<file path="src/rtl/cdp_pkg.sv">
// Constants for the core extension datapath: register addresses, fields, resets.
// Assumes an 8-bit register space addressed by the instruction sequencer.
package cdp_pkg;
  localparam logic [7:0] ADDR_PTR_LOW     = 8'h82;
  localparam logic [7:0] ADDR_PTR_HIGH    = 8'h83;
  localparam logic [7:0] ADDR_PTR2_LOW    = 8'h84;
  localparam logic [7:0] ADDR_PTR2_HIGH   = 8'h85;
  localparam logic [7:0] ADDR_ARITH_MODE  = 8'h86;
  localparam logic [7:0] ADDR_STATUS_WORD = 8'hd0;
  localparam logic [7:0] ADDR_ACC         = 8'he0;
  localparam logic [7:0] ADDR_B           = 8'hf0;
  localparam logic [7:0] ADDR_EXTENSION   = 8'hf1;
  localparam logic [7:0] ADDR_XRAM_PAGE   = 8'hf7;
  // Status word fields
  localparam int SW_CARRY = 7;
  localparam int SW_HALF  = 6;
  localparam int SW_USERA = 5;
  localparam int SW_BANKH = 4;
  localparam int SW_BANKL = 3;
  localparam int SW_OVF   = 2;
  localparam int SW_USERB = 1;
  localparam int SW_PAR   = 0;
  // Mode register fields
  localparam int MODE_DIV = 3;
  localparam int MODE_MUL = 2;
  localparam int MODE_PTR = 0;
  localparam logic [7:0] MODE_MASK = 8'h0d;
  // Reset values
  localparam logic [7:0]  RST_BYTE  = 8'h00;
  localparam logic [15:0] RST_PTR   = 16'h0000;
  // Internal RAM boundary
  localparam logic [7:0] UPPER_RAM_BASE = 8'h80;
  // Operand addressing modes
  localparam logic [1:0] AM_DIRECT   = 2'h0;
  localparam logic [1:0] AM_INDIRECT = 2'h1;
  localparam logic [1:0] AM_REGISTER = 2'h3;
endpackage : cdp_pkg

</file>
<file path="src/rtl/cdp_muldiv.sv">
// Combinational multiply and divide unit, 8-bit and 16-bit operand modes.
// Assumes the caller registers results and ignores them on a zero divisor.
`timescale 1ns/1ps
module cdp_muldiv (
  input  wire logic [7:0] a,
  input  wire logic [7:0] b,
  input  wire logic [7:0] ext,
  input  wire logic       wide_mul,
  input  wire logic       wide_div,
  output logic      [7:0] mul_a,
  output logic      [7:0] mul_b,
  output logic      [7:0] mul_ext,
  output logic            mul_ovf,
  output logic      [7:0] div_a,
  output logic      [7:0] div_b,
  output logic      [7:0] div_ext,
  output logic            div_zero
);
  logic [23:0] prod;
  logic [15:0] num;
  logic [15:0] quot;
  logic [15:0] rem;

  always_comb
  begin
    prod = {8'h00, (wide_mul ? ext : 8'h00), a} * {16'h0000, b};
    mul_a = prod[7:0];
    mul_b = prod[15:8];
    mul_ext = wide_mul ? prod[23:16] : ext;
    mul_ovf = |prod[23:8];
    num = {(wide_div ? ext : 8'h00), a};
    div_zero = (b == 8'h00);
    quot = div_zero ? 16'h0000 : num / {8'h00, b};
    rem = div_zero ? 16'h0000 : num % {8'h00, b};
    div_a = quot[7:0];
    div_b = rem[7:0];
    div_ext = wide_div ? quot[15:8] : ext;
  end
endmodule : cdp_muldiv

</file>
<file path="src/rtl/cdp_datapath.sv">
// Core extension datapath: status word, accumulator, B, extension register,
// dual data pointers, multiply/divide and data memory address resolution.
// Assumes the sequencer drives one-cycle request strobes on ref_clk.
`timescale 1ns/1ps
module cdp_datapath (
  input  wire logic        ref_clk,
  input  wire logic        rst,
  input  wire logic [7:0]  sfr_addr,
  input  wire logic        sfr_wr,
  input  wire logic [7:0]  sfr_wdata,
  input  wire logic        sfr_rd,
  output logic      [7:0]  sfr_rdata_q,
  output logic             sfr_hit_q,
  input  wire logic        acc_we,
  input  wire logic [7:0]  acc_wdata,
  input  wire logic        flag_we,
  input  wire logic        carry_in,
  input  wire logic        half_in,
  input  wire logic        ovf_in,
  input  wire logic        op_mul,
  input  wire logic        op_div,
  output logic             muldiv_done_q,
  input  wire logic        ptr_load,
  input  wire logic [15:0] ptr_wdata,
  input  wire logic        ptr_inc,
  output logic      [15:0] data_pointer_q,
  input  wire logic        am_valid,
  input  wire logic [1:0]  am_mode,
  input  wire logic [7:0]  am_addr,
  output logic             iram_en_q,
  output logic             sfr_en_q,
  output logic             am_fault_q,
  output logic      [7:0]  iram_addr_q,
  input  wire logic        xm_valid,
  input  wire logic        xm_via_ptr,
  input  wire logic [7:0]  xm_reg_value,
  output logic             xram_en_q,
  output logic      [15:0] xram_addr_q,
  output logic      [7:0]  acc_q,
  output logic      [7:0]  b_q,
  output logic      [7:0]  status_word_q
);
  logic [7:0]  ext_q;
  logic [7:0]  mode_q;
  logic [15:0] ptr0_q;
  logic [15:0] ptr1_q;
  logic [7:0]  page_q;
  logic [7:0]  acc_d;
  logic [7:0]  b_d;
  logic [7:0]  ext_d;
  logic        div_ok;
  logic        wr_acc;
  logic        wr_b;
  logic        wr_ext;
  logic        wr_sw;
  logic        wr_mode;
  logic        wr_page;
  logic [7:0]  mul_a;
  logic [7:0]  mul_b;
  logic [7:0]  mul_ext;
  logic        mul_ovf;
  logic [7:0]  div_a;
  logic [7:0]  div_b;
  logic [7:0]  div_ext;
  logic        div_zero;
  logic [7:0]  rd_data;
  logic        rd_hit;

  function automatic logic sfr_is(input logic [7:0] a, input logic [7:0] ref_a);
    sfr_is = (a == ref_a);
  endfunction : sfr_is

  assign wr_acc  = sfr_wr && sfr_is(sfr_addr, cdp_pkg::ADDR_ACC);
  assign wr_b    = sfr_wr && sfr_is(sfr_addr, cdp_pkg::ADDR_B);
  assign wr_ext  = sfr_wr && sfr_is(sfr_addr, cdp_pkg::ADDR_EXTENSION);
  assign wr_sw   = sfr_wr && sfr_is(sfr_addr, cdp_pkg::ADDR_STATUS_WORD);
  assign wr_mode = sfr_wr && sfr_is(sfr_addr, cdp_pkg::ADDR_ARITH_MODE);
  assign wr_page = sfr_wr && sfr_is(sfr_addr, cdp_pkg::ADDR_XRAM_PAGE);
  assign div_ok  = op_div && !div_zero;

  cdp_muldiv cdp_muldiv_inst (
    .a        (acc_q),
    .b        (b_q),
    .ext      (ext_q),
    .wide_mul (mode_q[cdp_pkg::MODE_MUL]),
    .wide_div (mode_q[cdp_pkg::MODE_DIV]),
    .mul_a    (mul_a),
    .mul_b    (mul_b),
    .mul_ext  (mul_ext),
    .mul_ovf  (mul_ovf),
    .div_a    (div_a),
    .div_b    (div_b),
    .div_ext  (div_ext),
    .div_zero (div_zero)
  );

  // Next values; arithmetic results win over register writes
  always_comb
  begin
    acc_d = acc_q;
    b_d = b_q;
    ext_d = ext_q;
    if (op_mul)
    begin
      acc_d = mul_a;
      b_d = mul_b;
      ext_d = mul_ext;
    end
    else if (div_ok)
    begin
      acc_d = div_a;
      b_d = div_b;
      ext_d = div_ext;
    end
    else if (!op_div)
    begin
      if (acc_we)
        acc_d = acc_wdata;
      else if (wr_acc)
        acc_d = sfr_wdata;
      if (wr_b)
        b_d = sfr_wdata;
      if (wr_ext)
        ext_d = sfr_wdata;
    end
  end

  always_ff @(posedge ref_clk)
  begin
    if (rst)
    begin
      acc_q <= cdp_pkg::RST_BYTE;
      b_q <= cdp_pkg::RST_BYTE;
      ext_q <= cdp_pkg::RST_BYTE;
    end
    else
    begin
      acc_q <= acc_d;
      b_q <= b_d;
      ext_q <= ext_d;
    end
  end

  // Status word; parity follows the next accumulator value
  always_ff @(posedge ref_clk)
  begin
    if (rst)
      status_word_q <= cdp_pkg::RST_BYTE;
    else
    begin
      status_word_q[cdp_pkg::SW_PAR] <= ^acc_d;
      if (wr_sw)
      begin
        status_word_q[cdp_pkg::SW_USERA] <= sfr_wdata[cdp_pkg::SW_USERA];
        status_word_q[cdp_pkg::SW_USERB] <= sfr_wdata[cdp_pkg::SW_USERB];
        status_word_q[cdp_pkg::SW_BANKH] <= sfr_wdata[cdp_pkg::SW_BANKH];
        status_word_q[cdp_pkg::SW_BANKL] <= sfr_wdata[cdp_pkg::SW_BANKL];
      end
      if (op_mul || op_div)
      begin
        status_word_q[cdp_pkg::SW_CARRY] <= 1'b0;
        status_word_q[cdp_pkg::SW_OVF] <= op_mul ? mul_ovf : div_zero;
      end
      else if (flag_we)
      begin
        status_word_q[cdp_pkg::SW_CARRY] <= carry_in;
        status_word_q[cdp_pkg::SW_HALF] <= half_in;
        status_word_q[cdp_pkg::SW_OVF] <= ovf_in;
      end
      else if (wr_sw)
      begin
        status_word_q[cdp_pkg::SW_CARRY] <= sfr_wdata[cdp_pkg::SW_CARRY];
        status_word_q[cdp_pkg::SW_HALF] <= sfr_wdata[cdp_pkg::SW_HALF];
        status_word_q[cdp_pkg::SW_OVF] <= sfr_wdata[cdp_pkg::SW_OVF];
      end
    end
  end

  always_ff @(posedge ref_clk)
  begin
    if (rst)
      muldiv_done_q <= 1'b0;
    else
      muldiv_done_q <= op_mul || op_div;
  end

  // Mode register; cleared by reset so arithmetic starts narrow
  always_ff @(posedge ref_clk)
  begin
    if (rst)
      mode_q <= cdp_pkg::RST_BYTE;
    else if (wr_mode)
      mode_q <= sfr_wdata & cdp_pkg::MODE_MASK;
  end

  always_ff @(posedge ref_clk)
  begin
    if (rst)
      page_q <= cdp_pkg::RST_BYTE;
    else if (wr_page)
      page_q <= sfr_wdata;
  end

  // Data pointers: byte writes, word load and increment on the active one
  always_ff @(posedge ref_clk)
  begin
    if (rst)
    begin
      ptr0_q <= cdp_pkg::RST_PTR;
      ptr1_q <= cdp_pkg::RST_PTR;
    end
    else if (ptr_load || ptr_inc)
    begin
      if (mode_q[cdp_pkg::MODE_PTR])
        ptr1_q <= ptr_load ? ptr_wdata : ptr1_q + 16'h0001;
      else
        ptr0_q <= ptr_load ? ptr_wdata : ptr0_q + 16'h0001;
    end
    else if (sfr_wr)
    begin
      if (sfr_is(sfr_addr, cdp_pkg::ADDR_PTR_LOW))
        ptr0_q[7:0] <= sfr_wdata;
      if (sfr_is(sfr_addr, cdp_pkg::ADDR_PTR_HIGH))
        ptr0_q[15:8] <= sfr_wdata;
      if (sfr_is(sfr_addr, cdp_pkg::ADDR_PTR2_LOW))
        ptr1_q[7:0] <= sfr_wdata;
      if (sfr_is(sfr_addr, cdp_pkg::ADDR_PTR2_HIGH))
        ptr1_q[15:8] <= sfr_wdata;
    end
  end

  always_ff @(posedge ref_clk)
  begin
    if (rst)
      data_pointer_q <= cdp_pkg::RST_PTR;
    else if (mode_q[cdp_pkg::MODE_PTR])
      data_pointer_q <= ptr1_q;
    else
      data_pointer_q <= ptr0_q;
  end

  // Register space read decode
  always_comb
  begin
    rd_hit = 1'b1;
    case (sfr_addr)
      cdp_pkg::ADDR_ACC:         rd_data = acc_q;
      cdp_pkg::ADDR_B:           rd_data = b_q;
      cdp_pkg::ADDR_EXTENSION:   rd_data = ext_q;
      cdp_pkg::ADDR_STATUS_WORD: rd_data = status_word_q;
      cdp_pkg::ADDR_ARITH_MODE:  rd_data = mode_q;
      cdp_pkg::ADDR_XRAM_PAGE:   rd_data = page_q;
      cdp_pkg::ADDR_PTR_LOW:     rd_data = ptr0_q[7:0];
      cdp_pkg::ADDR_PTR_HIGH:    rd_data = ptr0_q[15:8];
      cdp_pkg::ADDR_PTR2_LOW:    rd_data = ptr1_q[7:0];
      cdp_pkg::ADDR_PTR2_HIGH:   rd_data = ptr1_q[15:8];
      default:
      begin
        rd_data = cdp_pkg::RST_BYTE;
        rd_hit = 1'b0;
      end
    endcase
  end

  always_ff @(posedge ref_clk)
  begin
    if (rst)
    begin
      sfr_rdata_q <= cdp_pkg::RST_BYTE;
      sfr_hit_q <= 1'b0;
    end
    else if (sfr_rd)
    begin
      sfr_rdata_q <= rd_data;
      sfr_hit_q <= rd_hit;
    end
    else
      sfr_hit_q <= 1'b0;
  end

  // Internal data memory address resolution
  always_ff @(posedge ref_clk)
  begin
    if (rst)
    begin
      iram_en_q <= 1'b0;
      sfr_en_q <= 1'b0;
      am_fault_q <= 1'b0;
      iram_addr_q <= cdp_pkg::RST_BYTE;
    end
    else
    begin
      iram_en_q <= 1'b0;
      sfr_en_q <= 1'b0;
      am_fault_q <= 1'b0;
      if (am_valid)
      begin
        case (am_mode)
          cdp_pkg::AM_REGISTER:
          begin
            iram_en_q <= 1'b1;
            iram_addr_q <= {3'h0, status_word_q[cdp_pkg::SW_BANKH:cdp_pkg::SW_BANKL],
                            am_addr[2:0]};
          end
          cdp_pkg::AM_INDIRECT:
          begin
            iram_en_q <= 1'b1;
            iram_addr_q <= am_addr;
          end
          cdp_pkg::AM_DIRECT:
          begin
            iram_addr_q <= am_addr;
            if (am_addr < cdp_pkg::UPPER_RAM_BASE)
              iram_en_q <= 1'b1;
            else
              sfr_en_q <= 1'b1;
          end
          default:
            am_fault_q <= 1'b1;
        endcase
      end
    end
  end

  // External RAM address: pointer or page plus register
  always_ff @(posedge ref_clk)
  begin
    if (rst)
    begin
      xram_en_q <= 1'b0;
      xram_addr_q <= cdp_pkg::RST_PTR;
    end
    else
    begin
      xram_en_q <= xm_valid;
      if (xm_valid)
      begin
        if (xm_via_ptr)
          xram_addr_q <= mode_q[cdp_pkg::MODE_PTR] ? ptr1_q : ptr0_q;
        else
          xram_addr_q <= {page_q, xm_reg_value};
      end
    end
  end
endmodule : cdp_datapath

</file>
<file path="config.mk">
export PLATFORM = sky130hd
export DESIGN_NAME = cdp_datapath
export DESIGN_NICKNAME = d
export VERILOG_FILES = /design/src/rtl/cdp_pkg.sv /design/src/rtl/cdp_muldiv.sv /design/src/rtl/cdp_datapath.sv
export SDC_FILE = /design/constraint.sdc
export NUM_CORES = 1
export LEC_CHECK = 0
export BUFFER_PORTS_ARGS = -buffer_cell sky130_fd_sc_hd__buf_2
export CELL_PAD_IN_SITES_DETAIL_PLACEMENT = 1
export CELL_PAD_IN_SITES_GLOBAL_PLACEMENT = 1
export CORE_UTILIZATION = 46
export CTS_CLUSTER_DIAMETER = 80
export DETAILED_ROUTE_END_ITERATION = 8
export GPL_TIMING_DRIVEN = 0
export MAX_ROUTING_LAYER = met4
export PLACE_DENSITY = 0.89
export SYNTH_ARGS = -nofsm -noshare
export SYNTH_HDL_FRONTEND = slang
export SYNTH_SLANG_ARGS = --single-unit
</file>
<file path="constraint.sdc">
create_clock -name ref_clk -period 37.9 [get_ports ref_clk]
set_input_delay 7.58 -clock ref_clk [delete_from_list [all_inputs] [get_ports ref_clk]]
set_output_delay 7.58 -clock ref_clk [all_outputs]
set_load 0.01 [all_outputs]
</file>
==> impl_metrics.py <==
metrics = {
    "sta": {
        "hold_viol_final": 0,
        "drv_slew": 0,
        "slew_headroom_pct": 8.95,
        "period_minus_slack_ps": 35750,
        "fmax_mhz": 28.0,
        "holdWs_ps": 478,
        "tns_ps": 0,
        "rsz0062_at_grt": "false",
        "tightest_slew_ps": 1350,
        "fin_worst_skew_ps": 9.41,
        "finalSetupViolCount": 0,
        "fin_crit_sh_pct": 94.3,
    },
    "cells_and_area": {
        "fin_util_pct": 52.7,
        "nets": 2579,
        "final_cell_area_mm2": 0.0182,
        "drive_gt1_share_pct": 12.3,
        "area.growth.synth_to_final_pct": 12.8,
    },
    "floorplanning": {
        "die-area_mm2": 0.0357,
        "die_y_um": 189,
        "fp-row-count": 68,
        "core_area_mm2": 0.0345,
        "die_w_um": 189,
        "start_util_pct": 46.7,
        "ios": 152,
    },
    "setup_path": {
        "r2r_cells": 146,
        "worstSetupEndpointType": "flop",
        "start_kind": "flop",
        "rr_endpoint": "b_q[0]$_SDFFE_PP0P_",
        "crit_required_ps": 38210,
        "rr_startpoint": "b_q[4]$_SDFFE_PP0P_",
        "r2r_slack_ps": 2150,
        "slowest_delay_ps": 620,
        "crit_fanout": 12,
        "critPathMostFrequentCell": "o21a_1",
        "crit_type": "reg2reg",
        "cp_slowest_cell": "or4b_2",
        "cp.arrival_ps": 36060,
    },
    "route": {
        "avgViaCountPerCell": 6.43,
        "drc": 0,
        "vias": 17600,
        "drt_iter0_markers": 1469,
        "wire_per_inst_um": 23.8,
        "drtAntennaViolNets": 0,
        "postRouteWirelength_mm": 65.1,
        "drt_pass1_iterations": 5,
    },
    "synthesis": {
        "synth_cells": 2096,
        "ys_seq_elements": 129,
        "ys_types": 92,
        "syn_nets": 2405,
        "synth_edf_count": 0,
        "yosysWarnings": 0,
        "synthArstFlopShare_pct": 0,
        "synth_area_mm2": 0.0161,
        "syn_area_per_cell_um2": 7.68,
        "yosysSeqAreaShare_pct": 16.0,
        "synth_top_flop_cell": "dfxtp_1",
    },
    "place": {
        "place_area_mm2": 0.0174,
        "numPortBuffers": 142,
        "gp_congestion": 0.981,
        "dp_hpwl_mm": 50.2,
    },
    "clock_network": {
        "cts_max_level": 4,
        "clk_path_buf_depth": 2,
        "cts_hold_repair.buffers": 0,
        "cts_sinks": 129,
        "cts_tree": "yes",
        "path_clk_slew_ps": 70,
        "cts-buffers-inserted": 17,
        "clk_latency_ps": 440,
        "clockRootBuffer": "clkbuf_16",
    },
    "global_routing": {
        "grt_pass1_wl_mm": 100,
        "antenna_found_initial": 2,
        "grt_max_degree": 20,
        "grt_overflow": 0,
        "grt_pass1_vias": 18500,
        "gr-usage-all-layers_pct": 36.9,
    },
    "worst_hold_path": {
        "whs_endpoint": "iram_addr_q[7]$_SDFFE_PP0P_",
        "min_path_cells": 2,
        "hold_class": "reg2reg",
        "hold_start": "iram_addr_q[7]$_SDFFE_PP0P_",
    },
    "job": {
        "max_cap_violations": 0,
    },
    "status": {
        "status": "completed",
    },
}
## cell families (layout without fill, tap and decap cells)
family                   after synthesis  count (layout)  synth area share, %
XOR/XNOR                              55              55                 2.99
AO/OA/AOI/OAI                        557             557                 23.6
buffers and inverters                242             428                 5.77
adder cells (fa/ha/maj)              237             237                 22.4
AND/OR/NAND/NOR                      774             774                 22.5
flip-flops                           129             129                 16.0
other                                  0               2                    0
multiplexers                         102             102                 6.71
## synth_stat cells (10+ instances only)
cell	n	area, um^2
o22ai_1	10	62.6
a21o_1	16	120
o31ai_1	16	120
or3_1	15	93.8
xor2_1	22	193
nor4_1	14	87.6
inv_1	133	499
a22o_1	16	140
and2_1	35	219
nand2_1	186	698
nand3_1	74	370
o211ai_1	16	120
o21ai_0	90	450
clkbuf_1	89	334
nand4_1	12	75.1
mux2_2	35	394
o21bai_1	15	113
a22oi_1	35	263
nor3_1	64	320
nand2b_1	12	75.1
fa_1	85	1700
nor2_1	258	968
mux2i_1	64	641
xnor2_1	33	289
nor2b_1	14	87.6
a221oi_1	19	166
ha_1	150	1880
nor3b_1	10	75.1
or2_2	15	93.8
o21a_1	53	398
dfxtp_1	129	2580
a211oi_1	23	173
and3_1	41	257
a21oi_1	157	786
a31oi_1	12	75.1
## what timing repair did
item | in CTS | in global routing
setup endpoints to repair | 0 | 10
resized for setup | 0 | 7
buffers inserted | 0 | 13
## critical path: cells and delay by family (launching register included)
kind,cells,cell delay (ps)
flip-flops,1,530
buffers and inverters,10,2170
AND/OR/NAND/NOR,45,10330
adder cells (fa/ha/maj),15,4700
AO/OA/AOI/OAI,68,15180
multiplexers,8,2590
## routing by layer
layer / wire (um) / track usage (%) / share of wire (%)
met4: 3760 / 20.7 / 5.8
met1: 25700 / 42.5 / 39
met3: 4770 / 5.43 / 7.3
met2: 30900 / 61.4 / 48
met5: 0 / - / 0
## cell type report
| class | count | area, um^2 |
|---|---|---|
| fill | 4415 | 16300 |
| multi-input combinational | 1725 | 12600 |
| sequential | 129 | 2580 |
| timing repair buffer | 156 | 828 |
| tap | 455 | 569 |
| inverter | 135 | 514 |
| clock buffer | 17 | 425 |
| buffer | 106 | 418 |
| clock inverter | 14 | 205 |
| antenna | 2 | 5.00 |
## placed cells by master, fill, tap and decap left out, drive strengths merged, types with 20 or more instances in the layout
cell type and count:
buf 172, nand2 187, a21oi 158, xnor2 33
inv 135, dfxtp 129, nor2 258, ha 150
a211oi 23, and2 38, xor2 22, o21a 53
a22oi 36, mux2i 64, nor3 65, mux2 38
clkbuf 107, o21ai 96, and3 41, nand3 74
fa 85, a221oi 20
## worst max path at each step
stage	startpoint	endpoint	slack, ps	depth (start not counted)
6_report	b_q[4]$_SDFFE_PP0P_	b_q[0]$_SDFFE_PP0P_	2150	146
5_1_grt	b_q[4]$_SDFFE_PP0P_	b_q[0]$_SDFFE_PP0P_	160	147
4_1_cts	b_q[0]$_SDFFE_PP0P_	b_q[0]$_SDFFE_PP0P_	1400	145
3_5_place_dp	b_q[0]$_SDFFE_PP0P_	b_q[0]$_SDFFE_PP0P_	1540	145
3_3_place_gp	b_q[0]$_SDFFE_PP0P_	b_q[0]$_SDFFE_PP0P_	2760	144
2_1_floorplan	b_q[0]$_SDFFE_PP0P_	b_q[0]$_SDFFE_PP0P_	7790	147
## registers in the layout, summed over array words and instances (netlist names)
signal          count
page_q              8
sfr_rdata_q         8
xram_addr_q        16
ext_q               8
status_word_q       8
acc_q               8
b_q                 8
xram_en_q           1
iram_addr_q         8
am_fault_q          1
iram_en_q           1
sfr_hit_q           1
sfr_en_q            1
ptr0_q             16
ptr1_q             16
mode_q              3
data_pointer_q     16
muldiv_done_q       1
## through the flow
step           instances  worst slack [ps]
3_3_place_gp        2693              2760
3_5_place_dp        2694              1540
5_1_grt             2739               160
2_1_floorplan       2096              7790
4_1_cts             2725              1400
6_report            2739              2150
Power is not shown: default switching activity piles up to over one toggle a cycle in this logic, so the estimate is an artifact.
